===== src/rtl/list_ptr_map.vh =====
`ifndef LIST_PTR_MAP_VH
`define LIST_PTR_MAP_VH

// byte offsets of the pointer registers (8-bit register port)
`define OFF_CMD_BASE_HIGH 8'h1D
`define OFF_CMD_BASE_MID 8'h1E
`define OFF_CMD_BASE_LOW 8'h1F
`define OFF_RESULT_INDEX 8'h20
`define OFF_RES_BASE_HIGH 8'h21
`define OFF_RES_BASE_MID 8'h22
`define OFF_RES_BASE_LOW 8'h23
`define OFF_LIST0_OFFSET 8'h24
`define OFF_LIST1_OFFSET 8'h25
`define OFF_CMD_INDEX 8'h1C
`define OFF_CONTROL 8'h26

// field positions
`define CTRL_ENABLE_BIT 0
`define CTRL_SPECIAL_BIT 1
`define CTRL_LIST_SEL_BIT 2
`define OFFSET_FIELD_W 7
`define CMD_BASE_W 24
`define RES_BASE_W 20

// field masks; bits outside a pointer field are never stored
`define BASE_LOW_MASK 8'hFC
`define RES_HIGH_MASK 8'h0F

// reset values
`define RST_BYTE 8'h00
`define RST_OFFSET 7'h00
`define RST_CONTROL 8'h00

// entry sizes as address shift (16-bit result, 32-bit command)
`define RES_ENTRY_SHIFT 1
`define CMD_ENTRY_SHIFT 2

`endif


===== src/rtl/ptr_byte_bank.v =====
`timescale 1ns/1ps
`include "list_ptr_map.vh"

// small byte store with registered read data, one lane per entry
module ptr_byte_bank #(
    parameter DEPTH = 4,
    parameter AW = 2
) (
    input wire clk_i,
    input wire rst_n_i,
    input wire we_i,
    input wire [AW-1:0] waddr_i,
    input wire [7:0] wdata_i,
    input wire [AW-1:0] raddr_i,
    output reg [7:0] rdata_o,
    output wire [8*DEPTH-1:0] flat_o
);

    reg [7:0] mem_reg [0:DEPTH-1];
    genvar g;

    ////////////////////////////////////////////////////////////////
    // one register per byte; flat view feeds the address adders
    generate
        for (g = 0; g < DEPTH; g = g + 1) begin : gen_byte
            always @(posedge clk_i or negedge rst_n_i) begin
                if (!rst_n_i) begin
                    mem_reg[g] <= `RST_BYTE;
                end else if (we_i && waddr_i == g) begin
                    mem_reg[g] <= wdata_i;
                end
            end
            assign flat_o[8*g +: 8] = mem_reg[g];
        end
    endgenerate

    // registered read port
    always @(posedge clk_i or negedge rst_n_i) begin
        if (!rst_n_i) begin
            rdata_o <= `RST_BYTE;
        end else begin
            rdata_o <= mem_reg[raddr_i];
        end
    end

endmodule


===== src/rtl/list_address_pointers.v =====
// Behaviour
// command base bits 23:2 address both command lists
// base writes only when disabled or special access
// result index read-only, counts 16-bit entries
// result base bits 19:2 address result lists
// list 0 offset fixed zero, 7 bits
// list 1 offset writable only when permitted
// list 1 offset added to both bases
// offsets count entries, not bytes
// address is base plus offset plus index
// list select bit picks offset into sum
// command index read-only, device advanced
// base pointer low two bits read zero
// software changes pointers only while disabled; the code also takes pointer writes while enabled if special access is set
//
// The plain strobed port is this design's own decision.
`timescale 1ns/1ps
`include "list_ptr_map.vh"

module list_address_pointers #(
    parameter IDX_W = 8
) (
    input wire clk_i,
    input wire rst_n_i,
    input wire [7:0] addr_i,
    input wire [7:0] wdata_i,
    input wire wr_i,
    input wire rd_i,
    output reg [7:0] rdata_o,
    input wire cmd_advance_i,
    input wire cmd_restart_i,
    input wire res_store_i,
    input wire res_restart_i,
    input wire list_swap_i,
    output reg [23:0] cmd_fetch_addr_o,
    output reg [19:0] res_store_addr_o,
    output reg active_list_select_o
);

    ////////////////////////////////////////////////////////////////
    // control register: enable, special access, list select
    reg converter_enable_reg;
    reg special_access_bit_reg;
    reg active_list_select_reg;
    reg [6:0] list1_offset_field_reg;
    reg [IDX_W-1:0] command_entry_index_reg;
    reg [IDX_W-1:0] result_index_reg;
    reg [7:0] rdata_next;
    reg rd_bank_reg;
    reg rd_cmd_bank_reg;
    wire write_allowed;
    wire cmd_we;
    wire res_we;
    wire [7:0] cmd_rdata;
    wire [7:0] res_rdata;
    wire [31:0] cmd_flat;
    wire [31:0] res_flat;
    wire [23:0] command_base_field;
    wire [19:0] result_base_field;
    wire [6:0] list0_offset_field;
    wire [6:0] active_offset;
    wire cmd_sel;
    wire res_sel;
    wire ctrl_we;
    wire list1_we;
    wire [1:0] bank_addr;
    reg [7:0] bank_wdata;
    reg [7:0] rdata_reg;
    wire [23:0] cmd_offset_term;
    wire [23:0] cmd_index_term;
    wire [19:0] res_offset_term;
    wire [19:0] res_index_term;
    wire [23:0] cmd_fetch_next;
    wire [19:0] res_store_next;

    // pointer writes gated while the converter runs
    assign write_allowed = ~converter_enable_reg | special_access_bit_reg;

    // address decode; each base pointer spans three byte addresses
    assign cmd_sel = (addr_i == `OFF_CMD_BASE_HIGH) || (addr_i == `OFF_CMD_BASE_MID)
        || (addr_i == `OFF_CMD_BASE_LOW);
    assign res_sel = (addr_i == `OFF_RES_BASE_HIGH) || (addr_i == `OFF_RES_BASE_MID)
        || (addr_i == `OFF_RES_BASE_LOW);
    assign ctrl_we = wr_i && (addr_i == `OFF_CONTROL);
    assign list1_we = wr_i && (addr_i == `OFF_LIST1_OFFSET) && write_allowed;

    // a write to a locked pointer byte is dropped, not held for later
    assign cmd_we = wr_i && write_allowed && cmd_sel;
    assign res_we = wr_i && write_allowed && res_sel;

    // high byte sits at the lowest address, so bank slot 0 is the high byte
    assign bank_addr = addr_i[1:0] - 2'h1;

    ////////////////////////////////////////////////////////////////
    // bits outside each field are dropped on the way in, so reads show zeros
    always @* begin
        bank_wdata = wdata_i;
        case (addr_i)
            `OFF_CMD_BASE_LOW: bank_wdata = wdata_i & `BASE_LOW_MASK;
            `OFF_RES_BASE_LOW: bank_wdata = wdata_i & `BASE_LOW_MASK;
            `OFF_RES_BASE_HIGH: bank_wdata = wdata_i & `RES_HIGH_MASK;
            default: bank_wdata = wdata_i;
        endcase
    end

    ////////////////////////////////////////////////////////////////
    // byte stores for the two base pointers; index 0 holds high byte
    ptr_byte_bank #(.DEPTH(4), .AW(2)) u_cmd_bank (
        .clk_i(clk_i),
        .rst_n_i(rst_n_i),
        .we_i(cmd_we),
        .waddr_i(bank_addr),
        .wdata_i(bank_wdata),
        .raddr_i(bank_addr),
        .rdata_o(cmd_rdata),
        .flat_o(cmd_flat)
    );

    ptr_byte_bank #(.DEPTH(4), .AW(2)) u_res_bank (
        .clk_i(clk_i),
        .rst_n_i(rst_n_i),
        .we_i(res_we),
        .waddr_i(bank_addr),
        .wdata_i(bank_wdata),
        .raddr_i(bank_addr),
        .rdata_o(res_rdata),
        .flat_o(res_flat)
    );

    // assemble fields; low two bits forced to zero for word alignment
    assign command_base_field = {cmd_flat[7:0], cmd_flat[15:8], cmd_flat[23:18], 2'h0};
    assign result_base_field = {res_flat[3:0], res_flat[15:8], res_flat[23:18], 2'h0};

    assign list0_offset_field = `RST_OFFSET;
    // list 1 offset feeds both sums while list 1 is active
    assign active_offset = active_list_select_reg ? list1_offset_field_reg
        : list0_offset_field;

    ////////////////////////////////////////////////////////////////
    // control register: enable and special access
    always @(posedge clk_i or negedge rst_n_i) begin
        if (!rst_n_i) begin
            converter_enable_reg <= 1'b0;
            special_access_bit_reg <= 1'b0;
        end else if (ctrl_we) begin
            converter_enable_reg <= wdata_i[`CTRL_ENABLE_BIT];
            special_access_bit_reg <= wdata_i[`CTRL_SPECIAL_BIT];
        end
    end

    // list-1 offset keeps its value whenever the pointers are locked
    always @(posedge clk_i or negedge rst_n_i) begin
        if (!rst_n_i) begin
            list1_offset_field_reg <= `RST_OFFSET;
        end else if (list1_we) begin
            list1_offset_field_reg <= wdata_i[6:0];
        end
    end

    // active list: software may pick it only while disabled; hardware swaps
    // a swap beats a software write in the same cycle, the sequencer owns it
    always @(posedge clk_i or negedge rst_n_i) begin
        if (!rst_n_i) begin
            active_list_select_reg <= 1'b0;
        end else if (list_swap_i) begin
            active_list_select_reg <= ~active_list_select_reg;
        end else if (ctrl_we && !converter_enable_reg) begin
            active_list_select_reg <= wdata_i[`CTRL_LIST_SEL_BIT];
        end
    end

    ////////////////////////////////////////////////////////////////
    // command index: advanced by the sequencer only, software cannot write it
    always @(posedge clk_i or negedge rst_n_i) begin
        if (!rst_n_i) begin
            command_entry_index_reg <= {IDX_W{1'b0}};
        end else if (cmd_restart_i) begin
            command_entry_index_reg <= {IDX_W{1'b0}};
        end else if (cmd_advance_i) begin
            command_entry_index_reg <= command_entry_index_reg + 1'b1;
        end
    end

    // result index: a restart beats a store, so a new list starts at entry zero
    always @(posedge clk_i or negedge rst_n_i) begin
        if (!rst_n_i) begin
            result_index_reg <= {IDX_W{1'b0}};
        end else if (res_restart_i) begin
            result_index_reg <= {IDX_W{1'b0}};
        end else if (res_store_i) begin
            result_index_reg <= result_index_reg + 1'b1;
        end
    end

    ////////////////////////////////////////////////////////////////
    // offsets and indices count entries; scale them to byte addresses
    assign cmd_offset_term = {17'h00000, active_offset} << `CMD_ENTRY_SHIFT;
    assign cmd_index_term = {{(24-IDX_W){1'b0}}, command_entry_index_reg} << `CMD_ENTRY_SHIFT;
    assign res_offset_term = {13'h0000, active_offset} << `RES_ENTRY_SHIFT;
    assign res_index_term = {{(20-IDX_W){1'b0}}, result_index_reg} << `RES_ENTRY_SHIFT;

    // sums wrap inside the field; keeping lists clear of the top is up to software
    assign cmd_fetch_next = command_base_field + cmd_offset_term + cmd_index_term;
    assign res_store_next = result_base_field + res_offset_term + res_index_term;

    // registered so the memory side sees a steady address
    always @(posedge clk_i or negedge rst_n_i) begin
        if (!rst_n_i) begin
            cmd_fetch_addr_o <= 24'h000000;
            res_store_addr_o <= 20'h00000;
            active_list_select_o <= 1'b0;
        end else begin
            cmd_fetch_addr_o <= cmd_fetch_next;
            res_store_addr_o <= res_store_next;
            active_list_select_o <= active_list_select_reg;
        end
    end

    ////////////////////////////////////////////////////////////////
    // read mux; bank reads are already registered, others registered here
    always @* begin
        rdata_next = 8'h00;
        case (addr_i)
            `OFF_CMD_INDEX: rdata_next = command_entry_index_reg[7:0];
            `OFF_RESULT_INDEX: rdata_next = result_index_reg[7:0];
            `OFF_LIST0_OFFSET: rdata_next = {1'b0, list0_offset_field};
            `OFF_LIST1_OFFSET: rdata_next = {1'b0, list1_offset_field_reg};
            `OFF_CONTROL: rdata_next = {5'h00, active_list_select_reg,
                special_access_bit_reg, converter_enable_reg};
            default: rdata_next = 8'h00;
        endcase
    end

    // remember which source answers; a cycle with no strobe leaves zero behind
    always @(posedge clk_i or negedge rst_n_i) begin
        if (!rst_n_i) begin
            rd_bank_reg <= 1'b0;
            rd_cmd_bank_reg <= 1'b0;
            rdata_reg <= 8'h00;
        end else begin
            rd_cmd_bank_reg <= rd_i && cmd_sel;
            rd_bank_reg <= rd_i && res_sel;
            rdata_reg <= rd_i ? rdata_next : 8'h00;
        end
    end

    // select among flops only; the banks also answer one cycle after the strobe
    always @* begin
        if (rd_cmd_bank_reg) begin
            rdata_o = cmd_rdata;
        end else if (rd_bank_reg) begin
            rdata_o = res_rdata;
        end else begin
            rdata_o = rdata_reg;
        end
    end

endmodule


===== config.mk =====
export PLATFORM = sky130hd
export DESIGN_NAME = list_address_pointers
export DESIGN_NICKNAME = d
export VERILOG_FILES = /design/src/rtl/ptr_byte_bank.v /design/src/rtl/list_address_pointers.v
export VERILOG_INCLUDE_DIRS = /design/src /design/src/rtl
export SDC_FILE = /design/constraint.sdc
export NUM_CORES = 1
export LEC_CHECK = 0
export ABC_AREA = 1
export CAP_MARGIN = 20
export CORE_ASPECT_RATIO = 1.4
export CORE_MARGIN = 5
export CORE_UTILIZATION = 31
export CTS_CLUSTER_SIZE = 28
export DETAILED_ROUTE_END_ITERATION = 10
export DONT_BUFFER_PORTS = 1
export PLACE_DENSITY = 0.55
export SYNTH_ARGS = -nofsm -noshare
export SYNTH_HDL_FRONTEND = slang
export SYNTH_SLANG_ARGS = --single-unit

===== constraint.sdc =====
create_clock -name clk_i -period 5.62 [get_ports clk_i]
set_input_delay 0.843 -clock clk_i [delete_from_list [all_inputs] [get_ports clk_i]]
set_output_delay 0.843 -clock clk_i [all_outputs]
set_load 0.05 [all_outputs]

After elaboration in Yosys (flattened, before gate mapping). Index checks and enable logic that the tools add are counted.

Register bits after elaboration: 161. Input bits: 25. Output and inout port bits: 53. Word-level logic and storage cells: 92.

$add $sub $neg: 7. $lt $le $gt $ge: 1. Equality and inequality tests: 13. Multiplexer cells: 18. Bitwise logic cells: 4. Reduce and logical (&&, ||, !) cells: 27.

Operators with widths (count): $mux W8 (11); $eq A8 B6 Y1 const B (6); $bmux W8 S2 (2); $eq A8 B5 Y1 const B (4); $pmux W8 S4 (1); $add A24 B10 Y24 (1); $add A24 B9 Y24 (1); $add A20 B8 Y20 (1); $add A20 B9 Y20 (1); $logic_and A1 B1 Y1 (17); $add A8 B1 Y8 const B (2); $pmux W8 S2 (1); $mux W7 (1); $reduce_bool A2 Y1 (3); $eq A2 B2 Y1 const B (2); $logic_or A1 B1 Y1 (4); $ge A3 B3 Y1 const B (1); $not A2 Y3 (1); $eq A2 B1 Y1 const B (1); $logic_not A2 Y1 (1); $mux W1 (2); $not A1 Y1 (2); $reduce_or A2 Y1 (1); $sub A2 B1 Y2 const B (1); 2 further kinds (2).

Logic depth before layout (Yosys ltp).
Depth after elaboration: 5. Mapped depth: 18. Mapped depth without buffers: 17.

Cells and area by module. A second synthesis with hierarchy kept.

Cell total of the unflattened synthesis: 1195. Area total of the unflattened synthesis: 9162.5 um^2.

By module, submodules not included: list_address_pointers (times used 1, cells an instance 709, area an instance 5181.2 um^2, sequential area each 1951.9 um^2); ptr_byte_bank (times used 2, cells an instance 243, area an instance 1990.7 um^2, sequential area each 1001.0 um^2).

Worst setup path before layout. No wires, ideal clock.

Kind: input to register. From: input port addr_i[0]. To: register u_cmd_bank.mem_reg, in the netlist u_cmd_bank.flat_o[23]. Setup time: 117 ps. Data arrival time: 2349 ps. Required time: 5503 ps. Path slack: 3154 ps. Cell stages on the path: 12. Buffers on the path: 3. Cells stage by stage: buf_2 > inv_1 > buf_2 > buf_2 > ha_1 > nor3_4 > nor2_2 > nand3_4 > nor2_4 > inv_2 > nand2_1 > nand2_1.

Cells in the longest elaborated chain, start to end: 5. Elaborated cells between the ends (all ways): 13. Classes of those cells: add/sub (1); eq/ne (6); mux (1); reduce/logical (5).

Ends and longest elaborated chain: from (decl) (line list_address_pointers.v:25) `input wire [7:0] addr_i,`; parallel branches: the longest is 5 deep, another holds $eq A8 B5 Y1; to (signal, indexed assignment) (line ptr_byte_bank.v:28) `` mem_reg[g] <= `RST_BYTE; ``; to (signal, indexed assignment) (line ptr_byte_bank.v:30) `mem_reg[g] <= wdata_i;`; to (decl) (line ptr_byte_bank.v:19) `reg [7:0] mem_reg [0:DEPTH-1];`.

Several ways; the timed one is not identified. A chain may end at the register's enable or synchronous reset.

Final worst setup path.
From: register rd_bank_reg. To: output port rdata_o[7].

Cells in the longest elaborated chain, start to end: 2.

Ends and longest elaborated chain: from (decl) (line list_address_pointers.v:49) `reg rd_bank_reg;`; from (signal assigned) (line list_address_pointers.v:242) `rd_bank_reg <= rd_i && res_sel;`; $mux W8 (line list_address_pointers.v:251) `end else if (rd_bank_reg) begin`; $mux W8 (line list_address_pointers.v:249) `if (rd_cmd_bank_reg) begin`; to (decl) (line list_address_pointers.v:29) `output reg [7:0] rdata_o,`.

Every way passes these cells.

==> results <==
- In this run the standard cell core region covers 27660 µm².
- The max-capacitance violation count is 0.
- The HPWL reported at the end of detailed placement is ~19000 µm.
- The count of nets left with antenna violations once routing finished came out at 0.
- The relative slew slack is 0.2061.
- The number of failing setup endpoints in the final timing report is 0.
- The total count of max-transition violations in the final report is 0.
- The clock arrives with ~10 ps of skew.
- The die outline height is a little over 200 µm.
- The number of buffers created by CTS is 17.
- The proportion of synthesized chip area in sequential cells is 0.4563.
- The number of global-route vias before repair is 7022.
- TritonCTS built the clock tree.
- At the later pin of the worst-skew pair, clock insertion delay measures 450 ps.
- The post-cts repair resize count is 0.
- Of all nets on the critical path, the largest fanout is 9.
- After floorplanning, the core was divided into 72 placement rows.
- The maximum number of pins on one net before global-route repair is 159.
- The number of design rule violations left after detail routing is 0.
- The post-layout minimum cycle time is 2988 ps.
- The most common cell after layout, fill and taps aside is sky130_fd_sc_hd__nand2_1.
- STA classifies the critical path startpoint as a register.
- The number of instances in the placed design is approximately 1.5k.
- The via count is 7080.
- The clock root buffer master is sky130_fd_sc_hd__clkbuf_16.
- The post-route fraction of the period consumed by the critical path is 0.5317.
- Setup repair after global routing left no endpoint under its margin.
- Data on the critical path is required at its endpoint by 4780 ps.
- STA puts the critical path data arrival time at 2150 ps.
- The final weighted congestion of routability-driven global placement is 0.9213.
- The worst setup path category is register to output pin.
- In this run the count of I/O pins placed on the die edge is 78.
- The flow ran to the end, and the final reports show no timing, DRC or antenna violations.
- Once layout is complete, the cells apart from fillers number ~1.5k.
- The final layout contains routed wiring with a total length of 25070 µm.
- The synthesis-to-layout area growth is 10.67%.
- The number of warnings reported in the yosys synthesis log is 0.
- The number of different library cells used by synthesis comes to 36.
- The full die area is roughly 31000 µm².
- The starting density of the core is 0.3133.
- After detailed routing, the average wire length per cell comes to 16.89 µm.
- In the global route stage, overall resource usage came out at 0.1646.
- For this run the aggregate overflow at the end of global routing stands at 0.
- The cell count after synthesis came out at 1109.
- The clock transition time at the flip-flop clock pins of the worst setup and hold paths is 60 ps.
- STA classifies the critical path endpoint as an output pin.
- The final-report hold violation count is 0.
- The flip-flop and latch count after synthesis is approximately 160.
- The repair_antennas step left the layout with diodes totalling 0.
- The average via count per standard cell is 4.771.
- The top cell types in the final layout, fill and taps aside, are sky130_fd_sc_hd__nand2_1, sky130_fd_sc_hd__dfrtp_1, sky130_fd_sc_hd__inv_1, sky130_fd_sc_hd__nor2_1, sky130_fd_sc_hd__o21ai_0.
- The number of iterations in the first detailed-routing pass is 5.
- The static leakage is 4.969 nW.
- The post-route cell area is 9590 µm².
- The sum of negative setup slack is 0 ps.
- The die extent in x is 151.3 µm.
- The fraction of layout cells with a size suffix above 1 is 0.05476.
- The first-pass GRT wire length is 39440 µm.
- In this run, the number of DRC markers left after iteration 0 of detailed routing was 564.
- The number of hold buffers added after CTS was 0.
- VDD sags by at most approximately 0.21 mV.
- The filler cells instantiated in the layout total 2866.
- The internal reg-to-reg setup slack is 2770 ps.
- Buffers placed on the I/O ports in this run total 0.
- The post-place instance area is between 8000 and 9000 µm².
- The average cell area after synthesis is 7.814 µm².
- The path class of the tightest hold or removal check is input port to asynchronous set/reset pin.
- The H-tree depth is 4.
- At the end of the flow, the number of nets in the layout was 1169.
- The area of the multi-input gates is 4056 µm².
- The clock drives 158 sinks.
- The number of antenna violations at the first check in global routing came to 0.
- The mapped netlist covers 8666 µm².
- At the pin with the least slew margin, the transition time is 1195 ps.
- The timing-limited maximum frequency is about 330 MHz.
- The final hold slack is between 90 and 100 ps.
- The post-CTS setup buffer count is 0.
- For this design the ratio of total power to cell area is 291.5 nW/µm².
- The maximum number of buffers from clock root to sink is 2.
- Across the whole layout, storage elements account for about 4000 µm².
kinds of logic (layout without fill, tap and decap cells):
group           Yosys count  after routing  synth area share
compound gates          149            149           0.09284
other cells               1              3         0.0004327
xor+xnor                 25             25           0.02527
fa+ha+maj                43             43           0.06815
simple gates            568            568            0.2805
buf+inv                 165            168           0.07652
flops                   158            158            0.4563
routing by layer:
| layer | part of all wire | vias up | GRT usage |
|---|---|---|---|
| li1 | - | 3496 | - |
| met4 | 0.025 | 0 | 0.06383 |
| met1 | 0.42 | 3387 | 0.2054 |
| met2 | 0.51 | 161 | 0.2767 |
| met5 | 0 | - | 0 |
| met3 | 0.050 | 36 | 0.03341 |
worst max-delay path, stage by stage, from the launching register on:
cell,delay [ps]
sky130_fd_sc_hd__dfrtp_1,470
sky130_fd_sc_hd__inv_1,220
sky130_fd_sc_hd__nand2_1,70
sky130_fd_sc_hd__a21oi_1,930
path summary, 6_finish.rpt:
path,depth (start not counted),start,end
worst min register to register,2,u_cmd_bank.flat_o[27],u_cmd_bank.flat_o[27]
worst max-delay path,3,rd_bank_reg,rdata_o[7]
worst min-delay path,0,rst_n_i,res_store_addr_o[4]
worst max register to register,13,active_list_select_reg,res_store_addr_o[18]
max in group asynchronous,0,rst_n_i,cmd_fetch_addr_o[20]
min in group clk_i,1,res_restart_i,result_index_reg[0]
synthesized netlist by cell type:
cell type                  number  area share
sky130_fd_sc_hd__clkbuf_1      17      0.0074
sky130_fd_sc_hd__buf_2          5      0.0029
sky130_fd_sc_hd__nand2_2        5      0.0036
sky130_fd_sc_hd__buf_6          3      0.0039
sky130_fd_sc_hd__or2_2          4      0.0029
sky130_fd_sc_hd__and2_1         2      0.0014
sky130_fd_sc_hd__nor2_4         6      0.0078
sky130_fd_sc_hd__buf_4          4      0.0035
sky130_fd_sc_hd__a21oi_4        1      0.0019
sky130_fd_sc_hd__nor3_1        18       0.010
sky130_fd_sc_hd__o21ai_1       11      0.0064
sky130_fd_sc_hd__a21oi_1       33       0.019
sky130_fd_sc_hd__nor3_4         1      0.0019
sky130_fd_sc_hd__o21ai_2        1      0.0010
sky130_fd_sc_hd__o211ai_1       1     0.00087
sky130_fd_sc_hd__nand3_1       71       0.041
sky130_fd_sc_hd__nor2_1        86       0.037
sky130_fd_sc_hd__nor2_2         3      0.0022
sky130_fd_sc_hd__inv_2          2     0.00087
sky130_fd_sc_hd__conb_1         1     0.00043
sky130_fd_sc_hd__dfrtp_1      158        0.46
sky130_fd_sc_hd__ha_1          36       0.052
sky130_fd_sc_hd__nand2_1      349        0.15
sky130_fd_sc_hd__nand4_1       11      0.0079
sky130_fd_sc_hd__a21o_1         1     0.00087
sky130_fd_sc_hd__nand3_4        1      0.0020
sky130_fd_sc_hd__o21bai_1       8      0.0069
sky130_fd_sc_hd__a21boi_0       2      0.0017
sky130_fd_sc_hd__xnor2_1        4      0.0040
sky130_fd_sc_hd__xor2_1        21       0.021
sky130_fd_sc_hd__inv_1        134       0.058
sky130_fd_sc_hd__o21ai_0       80       0.046
sky130_fd_sc_hd__fa_1           7       0.016
sky130_fd_sc_hd__o22ai_1       11      0.0079
sky130_fd_sc_hd__nand3_2        5      0.0058
sky130_fd_sc_hd__nand3b_1       6      0.0052
cell type report:
| type | instances | share of cell area |
|---|---|---|
| Tap cell | 370 | 0.04827 |
| Inverter | 136 | 0.05323 |
| Clock buffer | 18 | 0.04579 |
| Clock inverter | 14 | 0.01748 |
| Sequential cell | 158 | 0.4123 |
| Multi-Input combinational cell | 788 | 0.4230 |
power breakdown:
group          internal, mW  switching [mW]
combinational        0.0753           0.146
clock                 0.709           0.503
sequential             1.20           0.162
stage by stage:
| stage | worst slack [ps] | power [mW] | utilization |
|---|---|---|---|
| floorplan | 3154 | 1.539 | - |
| global placement | 2548 | 1.608 | 0.3248 |
| detailed placement | 2540 | 1.609 | 0.3248 |
| CTS | 2639 | 2.824 | 0.3468 |
| global route | 2435 | 2.893 | 0.3468 |
| finish | 2632 | 2.796 | 0.3468 |
Power figures use the tool's default switching activity.
